--- src/verilog/i2cms_pkg.sv ---
// package of constants for the two-wire bus master sequencer
package i2cms_pkg;
  // command word bit positions
  localparam int unsigned CMD_RESTART_BIT = 0; // repeated_start_bit
  localparam int unsigned CMD_HOLD_BIT = 1; // hold_bus_bit
  localparam int unsigned CMD_BEGIN_BIT = 2; // begin_sequence_bit
  localparam int unsigned CMD_SBYTE_BIT = 4; // start byte request
  // address register layout
  localparam int unsigned SAD_DIR_BIT = 0; // direction_bit, 1 = master receives
  // widths
  localparam int unsigned BYTE_W = 8;
  localparam int unsigned DIV_W = 7; // bit_rate_divider width
  // reset values
  localparam logic [7:0] SAD_RESET = 8'h00;
  localparam logic [7:0] DATA_RESET = 8'h00;
  localparam logic [6:0] DIV_RESET = 7'h00;
  localparam logic MASK_RESET = 1'b1; // irq_mask_bit set after reset
  // bit timing: eight divider ticks per bit
  localparam logic [2:0] PH_LAST = 3'h7; // last phase of a bit
  localparam logic [2:0] PH_SCL_HIGH = 3'h4; // scl released from here
  localparam logic [2:0] PH_STRETCH = 3'h5; // wait here while slave holds scl
  localparam logic [2:0] PH_SAMPLE = 3'h6; // sda sampled here
  localparam logic [2:0] PH_START_SCL = 3'h2; // start: scl released
  localparam logic [2:0] PH_STOP_SDA = 3'h6; // stop: sda released
  localparam logic [2:0] BIT_MSB = 3'h7; // first bit of a byte
  // sequencer states
  typedef enum logic [2:0] {
    I2CMS_IDLE,
    I2CMS_START,
    I2CMS_ADDR,
    I2CMS_AACK,
    I2CMS_DATA,
    I2CMS_DACK,
    I2CMS_STOP,
    I2CMS_HOLD
  } i2cms_state_t;
endpackage : i2cms_pkg

--- src/verilog/i2cms_tick_if.sv ---
// interface between the sequencer and its bit rate tick generator
interface i2cms_tick_if;
  import i2cms_pkg::*;
  logic [DIV_W-1:0] div; // bit_rate_divider value
  logic tick; // one-cycle pulse, eight per serial bit
  modport gen (input div, output tick);
  modport use_side (output div, input tick);
endinterface : i2cms_tick_if

--- src/verilog/i2cms_top.sv ---
// two-wire bus master sequencer with command, address and data registers
module i2cms_top
  import i2cms_pkg::*;
(
  input wire logic clk_i, // system clock, 100 MHz
  input wire logic rstn_i, // async reset, active low
  input wire logic cmd_we_i, // write strobe of command_control_reg
  input wire logic [7:0] cmd_i, // command_control_reg write value
  input wire logic sad_we_i, // write strobe of slave_address_reg
  input wire logic [7:0] sad_i, // slave_address_reg write value
  input wire logic data_we_i, // write strobe of transfer_data_reg
  input wire logic [7:0] data_i, // transfer_data_reg write value
  input wire logic [6:0] div_i, // bit_rate_divider value
  input wire logic mask_we_i, // write strobe of irq_mask_bit
  input wire logic mask_i, // irq_mask_bit write value
  input wire logic flag_clr_i, // clears done and nack flags
  input wire logic scl_i, // serial clock line level
  output logic scl_o, // serial clock drive value
  output logic scl_oe_o, // high while pulling scl low
  input wire logic sda_i, // serial data line level
  output logic sda_o, // serial data drive value
  output logic sda_oe_o, // high while pulling sda low
  output logic [7:0] sad_o, // slave_address_reg read value
  output logic [7:0] data_o, // transfer_data_reg read value
  output logic byte_done_o, // byte_done_flag
  output logic addr_nack_o, // addr_nack_flag
  output logic data_nack_o, // data_nack_flag
  output logic mask_o, // irq_mask_bit read value
  output logic irq_o, // completion request, gated by mask
  output logic busy_o, // sequence running on the bus
  output logic bus_held_o // bus kept between commands
);
  i2cms_tick_if tk (); // tick link to the divider

  // sequencer state
  i2cms_state_t state_q, state_d;
  logic [2:0] ph_q, ph_d; // phase within a bit
  logic [2:0] bit_q, bit_d; // bit index within a byte
  logic [7:0] sh_q, sh_d; // shift register
  logic hold_q, hold_d; // latched hold_bus_bit
  logic sbyte_q, sbyte_d; // start byte sequence
  logic rx_q, rx_d; // latched direction, 1 = receive
  logic an_q, an_d; // pending address nack
  logic dn_q, dn_d; // pending data nack
  // software visible registers
  logic [7:0] sad_q, sad_d; // slave_address_reg
  logic [7:0] dat_q, dat_d; // transfer_data_reg
  logic done_q, done_d; // byte_done_flag
  logic af_q, af_d; // addr_nack_flag
  logic df_q, df_d; // data_nack_flag
  logic mask_q, mask_d; // irq_mask_bit
  // pin drive
  logic scl_low_q, scl_low_d; // pull scl low
  logic sda_low_q, sda_low_d; // pull sda low
  // line synchronisers, three stages each
  logic [1:0] s1_q, s2_q, s3_q; // {scl, sda} stages
  logic [1:0] ln_q, ln_d; // filtered {scl, sda}
  // helpers
  logic idle_or_hold; // ready for a command
  logic go; // accepted command
  logic last; // last tick of a bit
  logic sample; // sda sample tick
  logic stall; // slave stretches the clock
  logic finish; // sequence ends this cycle
  logic stopped; // stop sequence ends this cycle

  assign tk.div = div_i;

  i2cms_tick u_tick (
    .clk_i(clk_i),
    .rstn_i(rstn_i),
    .tk(tk)
  );

  // line synchroniser stages
  always_ff @(posedge clk_i or negedge rstn_i) begin
    if (!rstn_i) begin
      s1_q <= 2'h3;
      s2_q <= 2'h3;
      s3_q <= 2'h3;
    end else begin
      s1_q <= {scl_i, sda_i};
      s2_q <= s1_q;
      s3_q <= s2_q;
    end
  end

  // accept a line level once stages two and three agree
  always_comb begin
    ln_d = ln_q;
    for (int i = 0; i < 2; i++) begin
      if (s2_q[i] == s3_q[i]) begin
        ln_d[i] = s3_q[i];
      end
    end
  end

  // control decodes
  always_comb begin
    idle_or_hold = (state_q == I2CMS_IDLE) || (state_q == I2CMS_HOLD);
    go = cmd_we_i && cmd_i[CMD_BEGIN_BIT] && idle_or_hold;
    stall = (ph_q == PH_STRETCH) && !scl_low_q && !ln_q[1];
    last = tk.tick && (ph_q == PH_LAST);
    sample = tk.tick && (ph_q == PH_SAMPLE);
  end

  // sequencer next state
  always_comb begin
    state_d = state_q;
    ph_d = ph_q;
    bit_d = bit_q;
    sh_d = sh_q;
    hold_d = hold_q;
    sbyte_d = sbyte_q;
    rx_d = rx_q;
    an_d = an_q;
    dn_d = dn_q;
    finish = 1'b0;
    stopped = 1'b0;
    if (tk.tick && !stall && (state_q != I2CMS_IDLE) && (state_q != I2CMS_HOLD)) begin
      ph_d = ph_q + 3'h1;
    end
    case (state_q)
      I2CMS_IDLE, I2CMS_HOLD: begin
        if (go) begin
          hold_d = cmd_i[CMD_HOLD_BIT];
          sbyte_d = cmd_i[CMD_SBYTE_BIT];
          rx_d = sad_q[SAD_DIR_BIT];
          an_d = 1'b0;
          dn_d = 1'b0;
          ph_d = 3'h0;
          bit_d = BIT_MSB;
          if (state_q == I2CMS_IDLE || cmd_i[CMD_RESTART_BIT] || cmd_i[CMD_SBYTE_BIT]) begin
            state_d = I2CMS_START;
          end else begin
            state_d = I2CMS_DATA; // next byte of a held session
            sh_d = dat_q;
          end
        end
      end
      I2CMS_START: begin
        if (last) begin
          state_d = I2CMS_ADDR;
          sh_d = sad_q;
          bit_d = BIT_MSB;
        end
      end
      I2CMS_ADDR: begin
        if (last) begin
          sh_d = {sh_q[6:0], 1'b0};
          bit_d = bit_q - 3'h1;
          if (bit_q == 3'h0) begin
            state_d = I2CMS_AACK;
          end
        end
      end
      I2CMS_AACK: begin
        if (sample && !sbyte_q) begin
          an_d = ln_q[0];
        end
        if (last) begin
          if (sbyte_q) begin
            finish = 1'b1; // start byte carries no data
          end else begin
            state_d = I2CMS_DATA;
            sh_d = dat_q;
            bit_d = BIT_MSB;
          end
        end
      end
      I2CMS_DATA: begin
        if (sample && rx_q) begin
          sh_d = {sh_q[6:0], ln_q[0]};
        end
        if (last) begin
          if (!rx_q) begin
            sh_d = {sh_q[6:0], 1'b0};
          end
          bit_d = bit_q - 3'h1;
          if (bit_q == 3'h0) begin
            state_d = I2CMS_DACK;
          end
        end
      end
      I2CMS_DACK: begin
        if (sample && !rx_q) begin
          dn_d = ln_q[0];
        end
        if (last) begin
          finish = 1'b1;
        end
      end
      I2CMS_STOP: begin
        if (last) begin
          state_d = I2CMS_IDLE;
          stopped = 1'b1;
        end
      end
      default: begin
        state_d = I2CMS_IDLE;
      end
    endcase
    if (finish) begin
      ph_d = 3'h0;
      state_d = hold_q ? I2CMS_HOLD : I2CMS_STOP;
    end
  end

  // pin drive for the coming cycle
  always_comb begin
    scl_low_d = 1'b0;
    sda_low_d = 1'b0;
    case (state_q)
      I2CMS_IDLE: begin
        scl_low_d = 1'b0;
        sda_low_d = 1'b0;
      end
      I2CMS_HOLD: begin
        scl_low_d = 1'b1; // bus kept occupied
        sda_low_d = scl_low_q ? 1'b0 : sda_low_q; // keep ack until scl is low, no false stop
      end
      I2CMS_START: begin
        scl_low_d = ph_q < PH_START_SCL;
        sda_low_d = ph_q >= PH_SCL_HIGH;
      end
      I2CMS_ADDR: begin
        scl_low_d = ph_q < PH_SCL_HIGH;
        sda_low_d = (ph_q == 3'h0) ? sda_low_q : !sh_q[7];
      end
      I2CMS_DATA: begin
        scl_low_d = ph_q < PH_SCL_HIGH;
        sda_low_d = (ph_q == 3'h0) ? sda_low_q : (!rx_q && !sh_q[7]);
      end
      I2CMS_AACK: begin
        scl_low_d = ph_q < PH_SCL_HIGH;
        sda_low_d = (ph_q == 3'h0) ? sda_low_q : 1'b0;
      end
      I2CMS_DACK: begin
        scl_low_d = ph_q < PH_SCL_HIGH;
        sda_low_d = (ph_q == 3'h0) ? sda_low_q : (rx_q && hold_q);
      end
      I2CMS_STOP: begin
        scl_low_d = ph_q < PH_SCL_HIGH;
        sda_low_d = (ph_q == 3'h0) ? sda_low_q : (ph_q < PH_STOP_SDA);
      end
      default: begin
        scl_low_d = 1'b0;
        sda_low_d = 1'b0;
      end
    endcase
  end

  // software registers and flags; hardware set wins over clear
  always_comb begin
    sad_d = sad_q;
    dat_d = dat_q;
    mask_d = mask_q;
    done_d = flag_clr_i ? 1'b0 : done_q;
    af_d = flag_clr_i ? 1'b0 : af_q;
    df_d = flag_clr_i ? 1'b0 : df_q;
    if (sad_we_i && idle_or_hold) begin
      sad_d = sad_i;
    end
    if (data_we_i && idle_or_hold) begin
      dat_d = data_i;
    end
    if (mask_we_i) begin
      mask_d = mask_i;
    end
    if (finish && rx_q && !sbyte_q) begin
      dat_d = sh_q;
    end
    if ((finish && hold_q) || stopped) begin
      done_d = 1'b1;
      af_d = af_d | an_q;
      df_d = df_d | dn_q;
    end
  end

  // register all state except the synchroniser stages
  always_ff @(posedge clk_i or negedge rstn_i) begin
    if (!rstn_i) begin
      state_q <= I2CMS_IDLE;
      ph_q <= 3'h0;
      bit_q <= 3'h0;
      sh_q <= 8'h00;
      hold_q <= 1'b0;
      sbyte_q <= 1'b0;
      rx_q <= 1'b0;
      an_q <= 1'b0;
      dn_q <= 1'b0;
      sad_q <= SAD_RESET;
      dat_q <= DATA_RESET;
      done_q <= 1'b0;
      af_q <= 1'b0;
      df_q <= 1'b0;
      mask_q <= MASK_RESET;
      scl_low_q <= 1'b0;
      sda_low_q <= 1'b0;
      ln_q <= 2'h3;
    end else begin
      state_q <= state_d;
      ph_q <= ph_d;
      bit_q <= bit_d;
      sh_q <= sh_d;
      hold_q <= hold_d;
      sbyte_q <= sbyte_d;
      rx_q <= rx_d;
      an_q <= an_d;
      dn_q <= dn_d;
      sad_q <= sad_d;
      dat_q <= dat_d;
      done_q <= done_d;
      af_q <= af_d;
      df_q <= df_d;
      mask_q <= mask_d;
      scl_low_q <= scl_low_d;
      sda_low_q <= sda_low_d;
      ln_q <= ln_d;
    end
  end

  // outputs; open-drain lines only ever pull low
  assign scl_o = 1'b0;
  assign sda_o = 1'b0;
  assign scl_oe_o = scl_low_q;
  assign sda_oe_o = sda_low_q;
  assign sad_o = sad_q;
  assign data_o = dat_q;
  assign byte_done_o = done_q;
  assign addr_nack_o = af_q;
  assign data_nack_o = df_q;
  assign mask_o = mask_q;
  assign irq_o = done_q && !mask_q;
  assign busy_o = !idle_or_hold;
  assign bus_held_o = state_q == I2CMS_HOLD;
endmodule : i2cms_top

--- src/verilog/i2cms_tick.sv ---
// divider that paces the serial bit phases
module i2cms_tick
  import i2cms_pkg::*;
(
  input wire logic clk_i, // system clock
  input wire logic rstn_i, // async reset, active low
  i2cms_tick_if.gen tk // divider in, tick out
);
  logic [DIV_W-1:0] cnt_q; // phase counter
  logic [DIV_W-1:0] cnt_d;
  logic tick_q; // registered tick
  logic tick_d;

  // next count; divider of zero clears the counter and stops the tick
  always_comb begin
    if (tk.div == DIV_RESET) begin
      cnt_d = DIV_RESET;
      tick_d = 1'b0;
    end else if (cnt_q >= tk.div - 7'h01) begin
      cnt_d = DIV_RESET;
      tick_d = 1'b1;
    end else begin
      cnt_d = cnt_q + 7'h01;
      tick_d = 1'b0;
    end
  end

  // register the counter and tick
  always_ff @(posedge clk_i or negedge rstn_i) begin
    if (!rstn_i) begin
      cnt_q <= 7'h00;
      tick_q <= 1'b0;
    end else begin
      cnt_q <= cnt_d;
      tick_q <= tick_d;
    end
  end

  assign tk.tick = tick_q;
endmodule : i2cms_tick

--- config.mk ---
export PLATFORM = sky130hd
export DESIGN_NAME = i2cms_top
export DESIGN_NICKNAME = d
export VERILOG_FILES = /design/src/verilog/i2cms_pkg.sv /design/src/verilog/i2cms_tick_if.sv /design/src/verilog/i2cms_top.sv /design/src/verilog/i2cms_tick.sv
export SDC_FILE = /design/constraint.sdc
export NUM_CORES = 1
export LEC_CHECK = 0
export BUFFER_PORTS_ARGS = -buffer_cell sky130_fd_sc_hd__buf_2
export CORE_MARGIN = 1.5
export CORE_UTILIZATION = 51
export CTS_CLUSTER_SIZE = 20
export DETAILED_ROUTE_END_ITERATION = 8
export PLACE_DENSITY = 0.77
export SLEW_MARGIN = 20
export SYNTH_ARGS = -nofsm -noshare
export SYNTH_HDL_FRONTEND = slang
export SYNTH_HIERARCHICAL = 1
export SYNTH_SLANG_ARGS = --single-unit
--- constraint.sdc ---
create_clock -name clk_i -period 1.9 [get_ports clk_i]
set_input_delay 0.095 -clock clk_i [delete_from_list [all_inputs] [get_ports clk_i]]
set_output_delay 0.095 -clock clk_i [all_outputs]
set_load 0.005 [all_outputs]
## Word-level counts from Yosys, hierarchy flattened

Cells that the tools add are included.

- Register bits after elaboration: 60
- Bits of input ports: 41
- Output and inout bits: 27

- Bitwise logic cells: 2
- Equality and inequality tests: 37
- Magnitude comparators: 5
- Add/subtract/negate cells: 4
- Mux-type cells: 63
- Reduce and logical (&&, ||, !) cells: 54

Operators with widths:

| cell | number |
|---|---|
| two-way mux 8 bit | 11 |
| two-way mux 3 bit | 20 |
| one-hot mux 8 bit (5 select lines) | 1 |
| != test 3 bit (second input constant) | 10 |
| != test 2 bit (second input constant) | 13 |
| two-way mux 1 bit | 22 |
| == test 3 bit (second input constant) | 7 |
| logical AND 1 bit | 20 |
| one-hot mux 3 bit (6 select lines) | 1 |
| two-way mux 7 bit | 2 |
| one-hot mux 3 bit (4 select lines) | 1 |
| AND reduction 6 bit | 2 |
| AND reduction 10 bit | 1 |
| logical NOT 3 bit | 3 |
| logical NOT 1 bit | 8 |
| one-hot mux 1 bit (8 select lines) | 1 |
| nonzero test 2 bit | 4 |
| adder 7 x 1 -> 7 bit (second input constant) | 1 |
| greater-or-equal comparator 7 bit | 1 |
| logical NOT 7 bit | 1 |
| AND reduction 7 bit | 1 |
| nonzero test 7 bit | 1 |
| subtractor 7 x 1 -> 7 bit (second input constant) | 1 |
| == test 3 x 2 -> 1 bit (second input constant) | 2 |
| other kinds (19) | 30 |

## Depth between registers and ports, before layout

Gate-level depths: netlist (run 1).

- Depth in word-level cells: 11
- Depth in mapped cells: 9
- Depth with buffers taken out: 9

## Cells and area by module

Netlist (run 1), hierarchy kept.

Modules (own cells, without submodules):

| module | times used | area each (µm²) | cells an instance | seq. area each (µm²) |
|---|---|---|---|---|
| i2cms_top | 1 | 3,040.4 | 284 | 1,312.5 |
| i2cms_tick | 1 | 583.1 | 61 | 200.2 |

## Worst setup path after synthesis (run 1)

OpenSTA, ideal clock, no wires.

- Path kind: reg2reg
- Start: reg ph_q[0]
- End: reg sh_q[1]
- Slack: -28 ps
- Data required time: 1,775 ps
- Setup time: 125 ps
- Arrival: 1,804 ps
- Cell stages (with the launch flop): 7
- Path buffers: 0
- Cell sequence: dfrtp_1 ha_1 ha_1 nand2b_1 a2111oi_4 o31ai_4 mux2_2

- Longest elaborated chain between the ends: 7

RTL lines:

| item | line | text |
|---|---|---|
| start, declared | i2cms_top.sv:37 | `logic [2:0] ph_q, ph_d;` |
| start signal, assigned | i2cms_top.sv:303 | `ph_q <= ph_d;` |
| == test 3 bit | i2cms_top.sv:104 | `sample = tk.tick && (ph_q == PH_SAMPLE);` |
| logical AND 1 bit | i2cms_top.sv:104 |  |
| logical AND 1 bit | i2cms_top.sv:172 | `if (sample && rx_q) begin` |
| two-way mux 8 bit | i2cms_top.sv:172 |  |
| two-way mux 8 bit | i2cms_top.sv:176 | `if (!rx_q) begin` |
| two-way mux 8 bit | i2cms_top.sv:175 | `if (last) begin` |
| one-hot mux 8 bit (5 select lines) | i2cms_top.sv:123 | `case (state_q)` |
| end signal, assigned | i2cms_top.sv:286 | `sh_q <= 8'h00;` |
| end signal, assigned | i2cms_top.sv:305 | `sh_q <= sh_d;` |
| end, declared | i2cms_top.sv:39 | `logic [7:0] sh_q, sh_d;` |

Several ways; a longest one is shown, not always the timed one.
A chain may end at the register's enable or synchronous reset.

## Final worst setup path (run 1)

- Start: reg ph_q[1]
- End: reg sh_q[1]

Same word-level chain as after synthesis.

==> metrics.cfg, run 1 <==
[run_status]
status=finished, final reports clean

[finish]
multiInputGateArea_um2=1920
fillers=533
fin_nets=509
syn_to_final_growth_pct=29.7
final-instance-count-excl-fill=554
drive_gt1_share_pct=37.6
diodes=0
final-seq-area_um2=1510

[clocking]
cts-htree-levels=3
cts_sinks=60
cts_root_buf=clkbuf_8
cts.path.max_buffers=2
cts.reportedPaths.clkPinSlew_ps=70
cts-buffers-inserted=9
clk_latency_ps=350
cts_tree=done

[synth]
synthCells=345
ys.flop_type=dfrtp_1
ys_ff_latch=60
synth.avg_cell_area_um2=10.5
synth_edf_count=0
yosysWarnings=6
syn_area_um2=3620
synth-seq-area-share_pct=41.7
async_reset_ff_share_pct=100
synth_cell_type_count=69

[critical_path]
crit_fanout=8
slowest_stage=a2111oi_4
r2r_slack_ps=10
worstSetupPathType=reg2reg
crit_path_end_kind=flop
cp-start-kind=flop
cpPeakStageDelay_ps=420
cp.required_ps=2120
worstPathArrival_ps=2110
path_cells=ha_2 -> ha_4 -> nand2b_1 -> a2111oi_4 -> o31ai_4 -> buf_12 -> mux2_2

[timing]
maxSlewViolCount=0
fin_crit_ps=1890
post-route-period-util_pct=99.4
setup_viol=0
clock_skew_ps=11.8
hold_viol_final=0
fmax_mhz=530

[placement]
place_congestion=0.864
placed_cells=515
dp_hpwl_mm=6.29
portBuffers=61

[routing]
wl_per_cell_um=16.5
vias_per_cell=5.72
drcViolationCount=0
ant_nets=0
via_count=3171
firstDrtPassIters=5
drt_iter0_drc=377
finalWirelength_mm=9.14

[power]
power_w=0.00681
power_leakage_nw=2.22
powerDensity_nw_per_um2=1450
vdd_drop_max_mv=0.589

[hold_path]
hold_class=in2reg

[grt]
grt_first_pass_wirelength_mm=14.8
antenna_found_initial=0
grt_max_degree=36
grt.overflow.total=0
grt_use_total_pct=25.1
grt_pass1_vias=3038

[die]
ioPinCount=68
core_area_um2=6830
die-area_um2=7620
rows=30
start_util_pct=53.0
die_w_um=87.3
die_h_um=87.3

[job]
maxCapViolCount=0

report_power, final:
| part | switching, W | total (W) | internal (W) |
|---|---|---|---|
| Sequential | 0.000498 | 0.00224 | 0.00174 |
| Clock | 0.000545 | 0.00142 | 0.000879 |
| Combinational | 0.00155 | 0.00315 | 0.00160 |
final timing paths:
check | start | end | cells after the start
min in group asynchronous | rstn_i | byte_done_o$_DFFE_PN0P_ | 2
max | ph_q[1]$_DFF_PN0_ | sh_q[1]$_DFFE_PN0P_ | 7
max in group asynchronous | rstn_i | state_q[2]$_DFFE_PN0P_ | 3
min reg2reg | s1_q[0]$_DFF_PN1_ | s2_q[0]$_DFF_PN1_ | 0
max reg2reg | ph_q[1]$_DFF_PN0_ | sh_q[1]$_DFFE_PN0P_ | 7
min | data_i[0] | data_o[0]$_DFFE_PN0P_ | 3
stage by stage:
| step | hold WS, ps | TNS (ps) | setup slack (ps) | utilization (%) | instance area [um^2] |
|---|---|---|---|---|---|
| 2_1_floorplan | -201 | 0 | 14.2 | - | 3630 |
| 3_3_place_gp | 10.3 | 0 | 16.3 | 61.5 | 4200 |
| 3_5_place_dp | 12.8 | -1140 | -138 | 61.5 | 4200 |
| 4_1_cts | 2.44 | 0 | 43.8 | 68.1 | 4650 |
| 5_1_grt | 6.00 | -212 | -40.0 | 68.8 | 4700 |
| 6_report | 9.14 | 0 | 11.5 | 68.8 | 4700 |
critical path: cells and delay by family, from the launching register on:
family | cells | cell delay (ps)
AO/OA/AOI/OAI | 2 | 520
adder cells (fa/ha/maj) | 2 | 360
buffers and inverters | 1 | 160
flip-flops | 1 | 380
multiplexers | 1 | 270
AND/OR/NAND/NOR | 1 | 90
layout by cell type (no fill, tap or decap), drive strengths merged, types with 7 or more instances in the layout:
| master | instances |
|---|---|
| inv | 27 |
| dlygate4sd3 | 20 |
| buf | 95 |
| dfstp | 9 |
| dfrtp | 51 |
| mux2 | 28 |
| nor3 | 10 |
| a21oi | 7 |
| nand3 | 7 |
| o21ai | 26 |
| ha | 15 |
| nand2 | 11 |
| clkbuf | 9 |
| nor2 | 14 |
| a22oi | 24 |
state kept, by name, summed over array words and instances (netlist names), 2 cells and up:
register / count
data_o: 8
ph_q: 3
u_tick/cnt_q: 7
sad_o: 8
s1_q: 2
sh_q: 8
s2_q: 2
ln_q: 2
state_q: 3
bit_q: 3
s3_q: 2
cell type report:
class	instances	area share [%]
multi-input combinational	241	40.9
sequential	60	32.2
timing repair buffer	115	17.0
clock buffer	9	2.64
clock inverter	7	2.64
tap	96	2.56
inverter	26	2.08
synth_stat cells (all sizes together), types with 9 or more instances:
cell type | count | area share (%)
nor2 | 14 | 1.5
nor3 | 10 | 1.5
inv | 26 | 2.7
dfstp | 9 | 6.5
ha | 15 | 5.2
mux2 | 28 | 8.7
o21ai | 26 | 4.7
buf | 17 | 3.1
nand2 | 11 | 1.1
a22oi | 24 | 5.0
dfrtp | 51 | 35
per-layer routing:
layer / global-route usage (%) / wire (um) / vias up
li1: - / - / 1486
met1: 34.4 / 4060 / 1548
met2: 40.0 / 4480 / 121
met5: 0 / 0 / -
met3: 3.89 / 441 / 16
met4: 9.67 / 159 / 0
repair_timing:
action | in CTS | in global routing
setup endpoints to repair | 8 | 8
pin swaps | 1 | 2
endpoints found under the hold margin | 31 | 0
hold buffers | 20 | 0
buffers inserted | 0 | 3
gates resized for setup | 1 | 6
kinds of logic (layout without fill, tap and decap cells):
logic type,after synthesis,after routing,share of synthesized area [%]
other,1,2,0.103
buffers and inverters,45,157,6.01
AND/OR/NAND/NOR,81,81,13.1
multiplexers,29,29,8.98
flip-flops,60,60,41.7
AO/OA/AOI/OAI,99,99,21.2
adder cells (fa/ha/maj),18,18,6.04
XOR/XNOR,12,12,2.90
Power figures use the tool's default switching activity.
==> run 2: changes to the inputs <==
- CORE_MARGIN: 1.5 -> 10
==> run 2 against run 1 <==
Against the previous run: non-clock buffer count down 2; sequential cell count unchanged; total power down 4.5%; combinational power down 2%; sequential power up 2%; routed wire length up 4.5%; maximum frequency up 2.1%; clock power down 20%; critical path depth unchanged; via count down 1.1%; count of clock-buffer cells in the layout up 3; final cell count down 0.36%; highest routed layer unchanged.
==> metrics.cfg, run 2 (synthesized netlist as in run 1, its figures left out) <==
[placement]
portBuffers=61
place_congestion=0.917
dp_hpwl_mm=6.90
placed_cells=515

[critical_path]
cp.required_ps=2120
worstPathArrival_ps=2070
crit_path_end_kind=flop
slowest_stage=a2111oi_4
r2r_slack_ps=50
critPathTopFamily=compound AO/OA/AOI/OAI gates
path_buf_inv=1
path_cells=ha_4 -> ha_4 -> nand2b_4 -> a2111oi_4 -> o31ai_4 -> buf_12 -> mux2_2
worstSetupPathType=reg2reg
crit_fanout=8
critical_path.most_common_cell=ha_4
cp-start-kind=flop
cpPeakStageDelay_ps=430

[clocking]
clk_latency_ps=340
cts.path.max_buffers=2
cts_tree=done
cts-buffers-inserted=9
cts.reportedPaths.clkPinSlew_ps=70
cts_root_buf=clkbuf_8
cts_sinks=60
cts-htree-levels=3

[power]
p_int_w=0.00396
power_leakage_nw=2.19
pwr-share-clk_pct=17.4
power.net_switching_w=0.00254
p_seq_share_pct=35.1
combinationalPowerShare_pct=47.5
powerDensity_nw_per_um2=1400
switching_share_pct=39.1
vdd_drop_max_mv=0.527

[grt]
grt.overflow.total=0
grt_pass1_vias=3290
antenna_found_initial=0
grt_use_total_pct=17.5
grt_first_pass_wirelength_mm=15.9
grt_max_degree=23

[timing]
post-route-period-util_pct=97.4
fmax_mhz=541
setup_viol=0
fin_crit_ps=1850
maxSlewViolCount=0
hold_viol_final=0
clock_skew_ps=8.23
worst_hold_slack_ps=6.61
rsz0062_at_grt=no

[routing]
drt_iter0_drc=199
wl_per_cell_um=17.3
ant_nets=0
vias_per_cell=5.68
drcViolationCount=0
firstDrtPassIters=5
finalWirelength_mm=9.55
via_count=3136

[finish]
diodes=0
syn_to_final_growth_pct=28.2
final-instance-count-excl-fill=552
post-route-util_pct=68.0
mostFrequentLayoutCells=62 x buf_2, 49 x dfrtp_1, 28 x mux2_2, 27 x buf_4, 26 x inv_1
fin_nets=507
final_common_cell=buf_2
drive_gt1_share_pct=37.1

[run_status]
status=finished, final reports clean

[die]
start_util_pct=53.0
ioPinCount=68
die_w_um=104
die-area_um2=10900
core_area_um2=6830
rows=30
die_h_um=104

[hold_path]
hold_class=in2reg

[job]
maxCapViolCount=0

## run 2: changes by cell type in the layout (fill, tap and decap cells not counted), moves of 2 or more
cell / previous run / this run
clkbuf_1: 0 / 2
clkinv_2: 0 / 2
bufinv_16: 3 / 1
buf_4: 31 / 27
## run 2: timing repair
item | CTS | global route
hold buffers | 20 | 0
setup buffers | 0 | 2
pin swaps | 1 | 2
gates resized for setup | 0 | 9
setup endpoints to repair | 7 | 27
hold endpoints to repair | 32 | 0
cloned | 0 | 0
## run 2: area by class of cell
type                       count  area (um^2)
fill                         526         2180
multi-input combinational    241         1940
sequential                    60         1520
timing repair buffer         113          785
clock buffer                  12          145
tap                           96          120
inverter                      26         97.6
clock inverter                 4         48.8
## run 2: final timing paths
| kind | from | end | cells after the start |
|---|---|---|---|
| worst min register to register | s1_q[1]$_DFF_PN1_ | s2_q[1]$_DFF_PN1_ | 0 |
| max in group asynchronous | rstn_i | s2_q[0]$_DFF_PN1_ | 3 |
| min in group asynchronous | rstn_i | data_o[7]$_DFFE_PN0P_ | 2 |
| worst max register to register | ph_q[0]$_DFF_PN0_ | sh_q[5]$_DFFE_PN0P_ | 7 |
| worst min-delay path | sad_i[2] | sad_o[2]$_DFFE_PN0P_ | 2 |
| worst max-delay path | ph_q[0]$_DFF_PN0_ | sh_q[5]$_DFFE_PN0P_ | 7 |
## run 2: metrics by stage
| stage | TNS, ps | worst slack [ps] | cell area [um^2] | power (W) |
|---|---|---|---|---|
| floorplan | 0 | 14.2 | 3630 | 0.00413 |
| global placement | 0 | 23.2 | 4200 | 0.00509 |
| detailed placement | -641 | -84.0 | 4200 | 0.00522 |
| CTS | 0 | 1.79 | 4600 | 0.00641 |
| global route | 0 | 1.52 | 4650 | 0.00697 |
| finish | 0 | 49.9 | 4650 | 0.00651 |
## run 2: power by group through the flow
| stage | sequential (W) | clock, W | combinational [W] |
|---|---|---|---|
| after floorplan | 0.00211 | 0 | 0.00202 |
| after global placement | 0.00224 | 0 | 0.00285 |
| after detailed placement | 0.00226 | 0 | 0.00295 |
| after CTS | 0.00225 | 0.00116 | 0.00300 |
| after global routing | 0.00234 | 0.00121 | 0.00342 |
| final | 0.00228 | 0.00114 | 0.00309 |
## run 2: metal layers
layer	routed length [um]	vias up	global-route usage, %
met5	0	-	0
met3	595	22	2.85
met4	190	0	7.06
met2	4710	135	29.4
met1	4050	1496	21.6
li1	-	1483	-
==> run 3: changes to the inputs <==
- CORE_UTILIZATION: 51 -> 56
- PLACE_DENSITY: 0.77 -> 0.8
- clock period: 1.9 -> 1.83 ns (I/O delays scaled with it)
==> run 3 against run 2 <==
Against the previous run: utilization grew 9.1 points; clock power rose by 11%; critical endpoint is now sh_q[2]$_DFFE_PN0P_; largest power group unchanged; clock skew rose by 5.9 ps; critical path type unchanged; the flow now finishes with violations (negative setup slack); sequential power grew 4%.
==> metrics.cfg, run 3 (synthesized netlist as in run 1, its figures left out) <==
[run_status]
status=complete, but fails checks
violations=negative setup slack

[clocking]
cts-htree-levels=3
cts.path.max_buffers=2
cts.reportedPaths.clkPinSlew_ps=80
cts_sinks=60
cts_tree=done
cts_root_buf=clkbuf_8
cts-buffers-inserted=9
clk_latency_ps=350

[finish]
drive_gt1_share_pct=42.8
mostFrequentLayoutCells=61 x buf_2, 50 x dfrtp_1, 45 x buf_4, 28 x mux2_2, 26 x inv_1
final-seq-area_um2=1510
fillers=409
syn_to_final_growth_pct=34.4
post-route-util_pct=77.2
fin_nets=528
final_common_cell=buf_2
diodes=0
multiInputGateArea_um2=2010

[timing]
hold_viol_final=0
fmax_mhz=539
clock_skew_ps=14.2
fin_crit_ps=1850
setup_slack_ps=-25.0
maxSlewViolCount=0
rsz0062_at_grt=yes
post-route-period-util_pct=101
setup_viol=2

[grt]
grt_use_total_pct=20.3
grt_use_met3_pct=4.60
grt_max_degree=30
antenna_found_initial=0
use_met1_pct=26.3
grt.overflow.total=0
busiest_layer=met2
grt_pass1_vias=3416
grt_first_pass_wirelength_mm=16.8
grtUsageMet2_pct=32.2

[hold_path]
hold_class=in2reg

[placement]
dp_hpwl_mm=7.25
portBuffers=61
place_congestion=0.927

[die]
die-area_um2=10100
rows=29
ioPinCount=68
start_util_pct=57.4
core_area_um2=6310
die_h_um=100
die_w_um=100

[power]
p_seq_share_pct=32.8
switching_share_pct=40.8
power_leakage_nw=2.30
power.net_switching_w=0.00296
vdd_drop_max_mv=0.922
combinationalPowerShare_pct=49.8
powerDensity_nw_per_um2=1490
pwr-share-clk_pct=17.4
p_int_w=0.00429
power_w=0.00725

[critical_path]
slowest_stage=dfrtp_2
cp.required_ps=2060
cp-start-kind=flop
worstPathArrival_ps=2080
crit_fanout=13
path_buf_inv=1
crit_path_end_kind=flop
path_cells=buf_4 -> maj3_4 -> a22oi_1 -> o21ai_1 -> mux2_2
worstSetupPathType=reg2reg
cpPeakStageDelay_ps=510
critPathTopFamily=flip-flops

[routing]
drt_iter0_drc=355
drcViolationCount=0
firstDrtPassIters=5
finalWirelength_mm=10.3
ant_nets=0
via_count=3328
vias_per_cell=6.01
wl_per_cell_um=18.7

[job]
maxCapViolCount=0

run 3: power groups by stage:
| stage | combinational (W) | sequential (W) | clock [W] |
|---|---|---|---|
| floorplan | 0.00210 | 0.00220 | 0 |
| global placement | 0.00310 | 0.00228 | 0 |
| detailed placement | 0.00323 | 0.00231 | 0 |
| CTS | 0.00337 | 0.00230 | 0.00127 |
| global route | 0.00392 | 0.00243 | 0.00133 |
| finish | 0.00361 | 0.00238 | 0.00126 |
run 3: repair_timing:
action                                  in CTS  in global routing
pin swaps                                    2                  9
endpoints found under the setup margin       8                 29
setup buffers                                2                  1
endpoints found under the hold margin       75                  0
gates resized for setup                      8                 22
gates cloned                                 0                  0
hold buffers                                21                  0
run 3: final cells by class:
type	instances	share of cell area [%]
inverters	26	2.00
repair buffers	134	19.5
clock inverters	7	1.67
well taps	77	1.98
flip-flops and latches	60	31.1
clock buffers	9	2.54
multi-input cells	241	41.2
run 3: worst paths after layout:
kind                                              from                       to  slack (ps)  depth (start not counted)
worst min-delay path                          sad_i[3]     sad_o[3]$_DFFE_PN0P_          10                          2
worst max register to register  state_q[0]$_DFFE_PN0P_      sh_q[2]$_DFFE_PN0P_         -20                          5
worst max-delay path            state_q[0]$_DFFE_PN0P_      sh_q[2]$_DFFE_PN0P_         -20                          5
max in group asynchronous                       rstn_i      ln_q[0]$_DFFE_PN1N_        1080                          3
worst min register to register       s1_q[1]$_DFF_PN1_        s2_q[1]$_DFF_PN1_         360                          0
min in group asynchronous                       rstn_i  byte_done_o$_DFFE_PN0P_         130                          2
run 3: metal layers:
metal | share of wire (%) | vias to the layer above
li1 | - | 1523
met1 | 40 | 1589
met4 | 2.0 | 0
met2 | 48 | 192
met3 | 9.5 | 24
met5 | 0 | -
run 3: worst reg2reg max path: stages, from the launching register on:
cell	delay [ps]
dfrtp_2	510
buf_4	230
maj3_4	420
a22oi_1	220
o21ai_1	100
mux2_2	270
run 3: stage by stage:
stage / worst slack [ps] / TNS (ps) / hold WS, ps / cells / cell area [um^2]
2_1_floorplan: 3.38 / 0 / -204 / 346 / 3630
3_3_place_gp: -26.6 / -237 / -30.2 / 514 / 4300
3_5_place_dp: -139 / -1410 / -28.2 / 514 / 4300
4_1_cts: -38.5 / -155 / 3.57 / 553 / 4770
5_1_grt: -63.7 / -433 / 3.08 / 554 / 4870
6_report: -25.0 / -44.6 / 12.9 / 554 / 4870
